### src/rtl/pwm_timer_consts.svh
`ifndef PWM_TIMER_CONSTS_SVH
`define PWM_TIMER_CONSTS_SVH

// ****************************************
// Widths and reset values
// ****************************************
`define CNT_WIDTH        12
`define DT_WIDTH         7
`define CNT_MAX          12'hfff
`define CNT_RESET        12'h000
`define RELOAD_RESET     12'h000
`define DUTY_RESET       12'h000
`define DT_RESET         7'h00
`define CTRL_RESET       4'h0
`define INVERT_RESET     4'h0
`define BREAK_PAT_RESET  4'h0

`endif

### src/rtl/pwm_timer_pkg.sv
package pwm_timer_pkg;

    // ****************************************
    // Dead-time sequencer states
    // ****************************************
    typedef enum logic [1:0] {DT_IDLE, DT_WAIT_HIGH0, DT_WAIT_HIGH1} dt_state_type;

endpackage

### src/rtl/dual_autoreload_pwm_timer.sv
// What this block does
// - Two free-running 12-bit upcounters, each with its own 12-bit reload value
// - Period is 4096 minus reload value counter-clock ticks
// - Dual-timer enable moves outputs 2 and 3 onto counter 2
// - Duty preloads copy to active duty at overflow when transfer bit set
// - After reset both counters start from zero
// - Overflow drives outputs high; duty match drives them low
// - Polarity bits invert outputs, applied at overflow when transfer bit set
// - Each output gated by its own output enable bit
// - Dead-time enable gives non-overlapping outputs 0 and 1, delay in ticks
// - Dead-time setting buffered and applied after next overflow
// - Dead-time enabled with zero count holds outputs 0 and 1 low before polarity; outputs 2 and 3 keep running
// - Output 0 falls at duty, rises at reload plus dead time; output 1 mirrors
// - Enabled low shutdown pin sets break-active and starts break
// - Software may set break-active directly
// - Break forces pattern, clears and stops counters, reloads, duties, control
// - Clearing break-active hands pins back to the port registers
// - Counter 1 duty match sets compare flag; irq when enabled
// - Compare uses counter 1 only; dual mode compares channels 0 and 1
// - Zero active duty never raises a compare flag
// - Overflow is wrap from maximum count to reload value
`timescale 1ns/100ps
`include "pwm_timer_consts.svh"

module dual_autoreload_pwm_timer
    import pwm_timer_pkg::*;
#(
    parameter int CNT_W = `CNT_WIDTH
)
(
    input  wire logic             ref_clk,
    input  wire logic             rst_n,
    input  wire logic             count_tick,
    input  wire logic             dual_timer_enable,
    input  wire logic [CNT_W-1:0] reload_value_1,
    input  wire logic [CNT_W-1:0] reload_value_2,
    input  wire logic             reload_write_1,
    input  wire logic             reload_write_2,
    input  wire logic [CNT_W-1:0] duty_value_ch0,
    input  wire logic [CNT_W-1:0] duty_value_ch1,
    input  wire logic [CNT_W-1:0] duty_value_ch2,
    input  wire logic [CNT_W-1:0] duty_value_ch3,
    input  wire logic [3:0]       duty_write,
    input  wire logic             transfer_enable_1,
    input  wire logic             transfer_enable_2,
    input  wire logic [3:0]       invert_ch,
    input  wire logic [3:0]       output_enable_ch,
    input  wire logic             pwm_ctrl_write,
    input  wire logic             dead_time_enable,
    input  wire logic [6:0]       dead_time_count,
    input  wire logic             dead_time_write,
    input  wire logic             shutdown_pin_enable,
    input  wire logic [3:0]       break_pattern,
    input  wire logic             shutdown_n,
    input  wire logic             break_set,
    input  wire logic             break_clear,
    input  wire logic [3:0]       compare_flag_clear,
    input  wire logic             compare_irq_enable,
    input  wire logic [3:0]       port_value,
    output logic [3:0]            wave_out,
    output logic                  break_active,
    output logic [3:0]            compare_flag_ch,
    output logic                  compare_irq,
    output logic [CNT_W-1:0]      up_counter_1,
    output logic [CNT_W-1:0]      up_counter_2
);

    // ****************************************
    // State
    // ****************************************
    typedef struct packed {
        logic [CNT_W-1:0]       cnt1;
        logic [CNT_W-1:0]       cnt2;
        logic [CNT_W-1:0]       rel1;
        logic [CNT_W-1:0]       rel2;
        logic [3:0][CNT_W-1:0]  pre;
        logic [3:0][CNT_W-1:0]  act;
        logic [3:0]             inv_act;
        logic [3:0]             oe;
        logic [6:0]             dt_buf;
        logic [6:0]             dt_act;
        logic [6:0]             dt_cnt;
        dt_state_type           dt_state;
        logic [3:0]             raw;
        logic                   brk;
        logic                   was_brk;
        logic [3:0]             cmpf;
        logic [3:0]             out;
        logic                   irq;
    } state_type;

    state_type state_reg;
    state_type state_next;

    // Duty match on counter, zero duty excluded
    function automatic logic match(input logic [CNT_W-1:0] cnt, input logic [CNT_W-1:0] d);
        match = (d != CNT_W'(0)) && (cnt == d);
    endfunction

    // ****************************************
    // Next state
    // ****************************************
    always_comb
    begin
        logic       ovf1;
        logic       ovf2;
        logic [3:0] ovf_ch;
        logic [3:0] cmp_hit;
        logic [3:0] gen;
        logic       dt_on;
        logic       dt_zero;
        ovf1 = 1'b0;
        ovf2 = 1'b0;
        ovf_ch = 4'h0;
        cmp_hit = 4'h0;
        gen = 4'h0;
        dt_on = 1'b0;
        dt_zero = 1'b0;
        state_next = state_reg;
        state_next.was_brk = state_reg.brk;

        // Software control writes
        if (reload_write_1)
            state_next.rel1 = reload_value_1;
        if (reload_write_2)
            state_next.rel2 = reload_value_2;
        if (duty_write[0]) state_next.pre[0] = duty_value_ch0;
        if (duty_write[1]) state_next.pre[1] = duty_value_ch1;
        if (duty_write[2]) state_next.pre[2] = duty_value_ch2;
        if (duty_write[3]) state_next.pre[3] = duty_value_ch3;
        if (pwm_ctrl_write)
            state_next.oe = output_enable_ch;
        if (dead_time_write)
            state_next.dt_buf = dead_time_count;

        // Counters and overflow
        if (count_tick && !state_reg.brk)
        begin
            ovf1 = (state_reg.cnt1 == `CNT_MAX);
            ovf2 = (state_reg.cnt2 == `CNT_MAX);
            state_next.cnt1 = ovf1 ? state_reg.rel1 : state_reg.cnt1 + CNT_W'(1);
            state_next.cnt2 = ovf2 ? state_reg.rel2 : state_reg.cnt2 + CNT_W'(1);
        end
        ovf_ch = dual_timer_enable ? {ovf2, ovf2, ovf1, ovf1} : {4{ovf1}};

        // Overflow transfers of duty and polarity
        for (int i = 0; i < 4; i++)
        begin
            if (ovf_ch[i] && ((i < 2 || !dual_timer_enable) ? transfer_enable_1
                                                             : transfer_enable_2))
            begin
                state_next.act[i] = state_reg.pre[i];
                state_next.inv_act[i] = invert_ch[i];
            end
        end
        if (ovf1)
            state_next.dt_act = state_reg.dt_buf;

        // Raw waveforms: high at overflow, low at match
        for (int i = 0; i < 4; i++)
        begin
            if (count_tick && !state_reg.brk)
            begin
                if (ovf_ch[i])
                    state_next.raw[i] = 1'b1;
                else if (match((i >= 2 && dual_timer_enable) ? state_reg.cnt2
                                                             : state_reg.cnt1,
                               state_reg.act[i]))
                    state_next.raw[i] = 1'b0;
            end
        end

        // Dead-time sequencing of channels 0 and 1
        dt_on = dead_time_enable;
        dt_zero = (state_reg.dt_act == `DT_RESET);
        if (count_tick && !state_reg.brk && dt_on)
        begin
            unique case (state_reg.dt_state)
                DT_IDLE:
                begin
                    if (ovf1)
                    begin
                        state_next.dt_state = DT_WAIT_HIGH0;
                        state_next.dt_cnt = state_reg.dt_buf;
                    end
                    else if (match(state_reg.cnt1, state_reg.act[0]))
                    begin
                        state_next.dt_state = DT_WAIT_HIGH1;
                        state_next.dt_cnt = state_reg.dt_act;
                    end
                end
                DT_WAIT_HIGH0, DT_WAIT_HIGH1:
                begin
                    if (state_reg.dt_cnt <= 7'h01)
                        state_next.dt_state = DT_IDLE;
                    else
                        state_next.dt_cnt = state_reg.dt_cnt - 7'h01;
                end
            endcase
        end
        if (!dt_on)
            state_next.dt_state = DT_IDLE;

        if (dt_on)
        begin
            // Out 0: high only after dead time, low from duty match
            gen[0] = state_reg.raw[0] && state_reg.dt_state != DT_WAIT_HIGH0;
            // Out 1: complement, held low during dead time
            gen[1] = !state_reg.raw[0] && state_reg.dt_state != DT_WAIT_HIGH1;
            if (dt_zero)
                gen[1:0] = 2'b00;
        end
        else
            gen[1:0] = state_reg.raw[1:0];
        gen[3:2] = state_reg.raw[3:2];

        // Compare flags, set wins over clear
        for (int i = 0; i < 4; i++)
        begin
            cmp_hit[i] = count_tick && !state_reg.brk
                         && (i < 2 || !dual_timer_enable)
                         && match(state_reg.cnt1, state_reg.act[i]);
            state_next.cmpf[i] = cmp_hit[i] ||
                                 (state_reg.cmpf[i] && !compare_flag_clear[i]);
        end
        state_next.irq = compare_irq_enable && (state_next.cmpf != 4'h0);

        // Break control
        if (break_set || (shutdown_pin_enable && !shutdown_n))
            state_next.brk = 1'b1;
        else if (break_clear)
            state_next.brk = 1'b0;
        if (state_reg.brk)
        begin
            state_next.cnt1 = `CNT_RESET;
            state_next.cnt2 = `CNT_RESET;
            state_next.rel1 = `RELOAD_RESET;
            state_next.rel2 = `RELOAD_RESET;
            state_next.pre = '0;
            state_next.act = '0;
            state_next.oe = `CTRL_RESET;
            state_next.raw = 4'h0;
            state_next.dt_state = DT_IDLE;
        end

        // Output stage: inverter, enable, then break pattern or port
        if (state_reg.brk)
            state_next.out = break_pattern;
        else if (state_reg.was_brk || state_reg.oe == 4'h0)
            state_next.out = port_value;
        else
            for (int i = 0; i < 4; i++)
                state_next.out[i] = state_reg.oe[i] ? (gen[i] ^ state_reg.inv_act[i])
                                                    : port_value[i];
        if (!state_reg.brk && state_reg.was_brk && state_reg.oe == 4'h0)
            state_next.was_brk = 1'b1;
    end

    // ****************************************
    // Registers
    // ****************************************
    always_ff @(posedge ref_clk)
    begin
        if (!rst_n)
        begin
            state_reg <= '0;
            state_reg.dt_state <= DT_IDLE;
        end
        else
            state_reg <= state_next;
    end

    assign wave_out = state_reg.out;
    assign break_active = state_reg.brk;
    assign compare_flag_ch = state_reg.cmpf;
    assign compare_irq = state_reg.irq;
    assign up_counter_1 = state_reg.cnt1;
    assign up_counter_2 = state_reg.cnt2;

    // ****************************************
    // Checks
    // ****************************************
    property p_wrap;
        @(posedge ref_clk) disable iff (!rst_n)
        (count_tick && !break_active && up_counter_1 == `CNT_MAX)
        |=> up_counter_1 == $past(state_reg.rel1);
    endproperty
    a_wrap: assert property (p_wrap) else $error("Counter 1 did not reload");

    property p_brk_stop;
        @(posedge ref_clk) disable iff (!rst_n)
        break_active |=> (up_counter_1 == `CNT_RESET && up_counter_2 == `CNT_RESET);
    endproperty
    a_brk_stop: assert property (p_brk_stop) else $error("Counters not cleared");

    property p_brk_pat;
        @(posedge ref_clk) disable iff (!rst_n)
        break_active ##1 break_active |-> wave_out == $past(break_pattern);
    endproperty
    a_brk_pat: assert property (p_brk_pat) else $error("Break pattern not driven");

    property p_pin_brk;
        @(posedge ref_clk) disable iff (!rst_n)
        (shutdown_pin_enable && !shutdown_n) |=> break_active;
    endproperty
    a_pin_brk: assert property (p_pin_brk) else $error("Pin break not taken");

    property p_sticky;
        @(posedge ref_clk) disable iff (!rst_n)
        (break_active && !break_clear) |=> break_active;
    endproperty
    a_sticky: assert property (p_sticky) else $error("Break dropped without clear");

    property p_cmp;
        @(posedge ref_clk) disable iff (!rst_n)
        (count_tick && !break_active && state_reg.act[0] != 12'h000
         && up_counter_1 == state_reg.act[0]) |=> compare_flag_ch[0];
    endproperty
    a_cmp: assert property (p_cmp) else $error("Compare flag not set");

    property p_dual_cmp;
        @(posedge ref_clk) disable iff (!rst_n)
        (dual_timer_enable && !compare_flag_ch[2]) |=> !compare_flag_ch[2];
    endproperty
    a_dual_cmp: assert property (p_dual_cmp) else $error("Dual mode compared ch 2");

    property p_zero_duty;
        @(posedge ref_clk) disable iff (!rst_n)
        (state_reg.act[1] == 12'h000 && !compare_flag_ch[1]) |=> !compare_flag_ch[1];
    endproperty
    a_zero_duty: assert property (p_zero_duty) else $error("Zero duty raised flag");

    property p_dt_zero;
        @(posedge ref_clk) disable iff (!rst_n)
        (dead_time_enable && state_reg.dt_act == 7'h00 && !break_active
         && state_reg.oe[1:0] == 2'b11 && state_reg.inv_act[1:0] == 2'b00 && !state_reg.was_brk)
        |=> wave_out[1:0] == 2'b00;
    endproperty
    a_dt_zero: assert property (p_dt_zero) else $error("Zero dead time not held");

endmodule

### config.mk
export PLATFORM = sky130hd
export DESIGN_NAME = dual_autoreload_pwm_timer
export DESIGN_NICKNAME = d
export VERILOG_FILES = /design/src/rtl/pwm_timer_pkg.sv /design/src/rtl/dual_autoreload_pwm_timer.sv
export VERILOG_INCLUDE_DIRS = /design/src /design/src/rtl
export SDC_FILE = /design/constraint.sdc
export NUM_CORES = 1
export LEC_CHECK = 0
export BUFFER_PORTS_ARGS = -buffer_cell sky130_fd_sc_hd__buf_2
export CORE_MARGIN = 2
export CORE_UTILIZATION = 51
export DETAILED_ROUTE_END_ITERATION = 8
export GPL_ROUTABILITY_DRIVEN = 0
export PLACE_DENSITY = 0.86
export SYNTH_ARGS = -nofsm -noshare
export SYNTH_HDL_FRONTEND = slang
export SYNTH_SLANG_ARGS = --single-unit
### constraint.sdc
create_clock -name ref_clk -period 2.25 [get_ports ref_clk]
set_clock_uncertainty 0.2 [all_clocks]
set_input_delay 0.3375 -clock ref_clk [delete_from_list [all_inputs] [get_ports ref_clk]]
set_output_delay 0.3375 -clock ref_clk [all_outputs]
set_load 0.02 [all_outputs]
==> results.yml <==
status:
  status: "finished, violations left"
  violations: "negative setup slack"
synthesis:
  netlist_area_mm2: 0.00902
  syn-mean-instance-area_um2: 9.02
  yosys_warnings: 0
  synth_top_area_share_pct: 42.1
  ys.flop_type: "dfxtp_1"
  synth_cell_types: 56
  syn_inst: 1001
  synth_area_leaders: "dfxtp_1 42%, mux2i_1 15%, nor2_1 5.4%"
  ys_ff_latch: 190
  synth_edf_count: 0
  synthesis.nets: 1127
  synth_largest_area_cell: "dfxtp_1"
  async_flop_share_pct: 0
  synth_seq_area_share_pct: 42.1
hold_path:
  min_to: "state_reg[45]$_SDFFE_PN0P_"
  holdPathStages: 3
  holdCritPathClass: "in2reg"
  hold_start: "invert_ch[3]"
worst_setup_path:
  cp-start-kind: "flop"
  critical_path_required_ns: 2.37
  cp.arrival_ns: 2.45
  reg2regPathDepth: 9
  timing_worst_setup_path_type: "reg2reg"
  worst_setup_path_end_kind: "flop"
  timing.rr.start: "up_counter_1[0]$_SDFFE_PP0N_"
  cp-startpoint: "up_counter_1[0]$_SDFFE_PP0N_"
  reg2reg_slack_ns: -0.08
  r2r_end: "state_reg[18]$_SDFFE_PN0P_"
  worst-path-max-fanout: 7
cells_and_area:
  finalNetCount: 1368
  drive_above_1_share_pct: 22.1
  largest_reg_flops: 156
  design_area_mm2: 0.0117
  fin_cells: 1480
  area_growth_pct: 29.3
clock_tree:
  clk_pin_slew_ns: 0.07
  cts_buffers: 17
  clock_latency_ns: 0.44
  cts_root_buf: "clkbuf_16"
  cts_tree: "built"
  clkSinkCount: 190
  htreeDepth: 4
  cts_buffer_depth: 2
sta:
  maxSlewHeadroom_pct: 59.7
  final.setup.tns_ns: -0.111
  holdWs_ns: 0.0244
  clock.fmax_ghz: 0.430
  hold_viol: 0
  fin_ws_ns: -0.0768
  rsz0062_at_grt: "yes"
  final_max_slew_viol_count: 0
  period_share_pct: 103
  worst-slew-pin-transition_ns: 0.600
  fin_crit_ns: 2.33
  setup-violations-final: 3
global_routing:
  grt_pass1_wl_um: 39300
  grt_pass1_vias: 8010
  overflow: 0
  antenna_found_initial: 1
  grt_usage_pct: 26.8
  grt_start_max_net_pins: 64
floorplanning:
  die_width_um: 137
  rows: 48
  start_util_pct: 52.2
  die_height_um: 137
  ios: 153
  coreArea_mm2: 0.0173
  dieArea_mm2: 0.0188
placement:
  io_buffers: 152
  dp.cells: 1341
  placed_area_mm2: 0.00998
  hpwlAfterDp_um: 17100
power:
  p_leak_uw: 0.00501
  power_density_mw_per_mm2: 608
  p_total_uw: 7100
  ir_drop_mv: 0.579
drt:
  via_per_inst: 5.66
  vias: 8378
  wl_per_cell_um: 17.9
  dr.pass1.iters: 5
  wl_um: 26500
  drt_iter0_drc: 803
  antenna_left: 0
  drc: 0
run:
  drv_cap: 0
==> what timing repair did <==
item                                    CTS  global route
endpoints found under the setup margin    0            36
resized for setup                         0            23
hold buffers                             94             0
hold endpoints to repair                 93             0
setup buffers                             0            11
==> cells in the mapped netlist (3+ instances only) <==
cell / number
a211oi_1: 9
a21oi_1: 62
a31o_1: 3
a31oi_1: 7
a41oi_1: 3
and2_1: 3
and4_1: 6
buf_1: 10
buf_2: 12
buf_4: 41
clkbuf_1: 26
dfxtp_1: 190
ha_1: 7
inv_1: 14
mux2i_1: 132
nand2_1: 95
nand2b_1: 8
nand3_1: 20
nand4_1: 12
nand4_4: 3
nor2_1: 131
nor2b_1: 16
nor3_1: 14
nor4_1: 28
o21ai_0: 21
o21ai_1: 5
o22ai_1: 4
o31ai_1: 3
o41ai_1: 4
or3_1: 3
xnor2_1: 41
xor2_1: 38
==> placed cells by master (no fill, tap or decap), types with 5 or more instances in the layout <==
cell and count:
a211oi_1 9, a21oi_1 62, a31oi_1 7, and4_1 6, buf_2 153, buf_4 62
clkbuf_16 18, dfxtp_1 182, dfxtp_2 8, dlygate4sd3_1 94, ha_1 5, inv_1 14
mux2i_1 128, mux2i_2 5, nand2_1 94, nand2b_1 8, nand3_1 19, nand4_1 12
nor2_1 131, nor2b_1 16, nor3_1 14, nor4_1 26, o21ai_0 20, o21ai_1 6
xnor2_1 41, xor2_1 38
==> critical path, cell delays in order (launching register included) <==
cell and delay, ns:
dfxtp_2 0.38, ha_4 0.15, nand3b_1 0.14, nor4_4 0.34, buf_12 0.17, clkbuf_4 0.20, mux2i_2 0.29, nand2_1 0.12
nand4_1 0.13, o31ai_1 0.09
==> worst max path at each step <==
stage,cells past startpoint,to
after floorplan,9,state_reg[70]$_SDFFE_PP0P_
after global placement,8,compare_irq$_SDFF_PN0_
after detailed placement,8,compare_irq$_SDFF_PN0_
after CTS,7,state_reg[14]$_SDFFE_PP0P_
after global routing,9,state_reg[18]$_SDFFE_PN0P_
final,9,state_reg[18]$_SDFFE_PN0P_
==> stage by stage <==
step	worst slack, ns	utilization (%)
after floorplan	0.144	-
after global placement	-0.0403	57.7
after detailed placement	-0.0463	57.7
after CTS	0.0207	66.4
after global routing	-0.126	67.5
final	-0.0768	67.5
==> metal layers <==
metal  part of all wire [%]  wire length [um]  up-vias  track usage, %
met5                  0.042                11        -               0
met4                    4.6              1230        2            12.1
met3                    7.7              2030      122            6.85
met2                     48             12600      425            45.6
met1                     40             10600     3907            31.5
li1                       -                 -     3922               -
==> cells by family (layout without fill, tap and decap cells) <==
logic type / Yosys count / in the layout / synth area share (%)
flip-flops: 190 / 190 / 42.1
AND/OR/NAND/NOR: 349 / 349 / 18.5
AO/OA/AOI/OAI: 136 / 136 / 9.08
buffers and inverters: 107 / 360 / 6.85
multiplexers: 133 / 133 / 14.8
adder cells (fa/ha/maj): 7 / 7 / 0.970
XOR/XNOR: 79 / 79 / 7.67
other: 0 / 1 / 0
==> layout make-up <==
cell class | count | area, um2
fillers | 1227 | 5620
repair buffers | 315 | 2280
clock inverters | 7 | 80.1
flip-flops and latches | 190 | 3810
diodes | 1 | 2.50
inverters | 14 | 52.6
multi-input cells | 704 | 4680
clock buffers | 24 | 482
well taps | 225 | 282
==> report_power, final <==
group	internal [uW]	switching [uW]
combinational	354	327
sequential	3450	56.3
clock	1620	1290
total	5420	1680
Note: power is estimated with default switching activity, not from simulation.
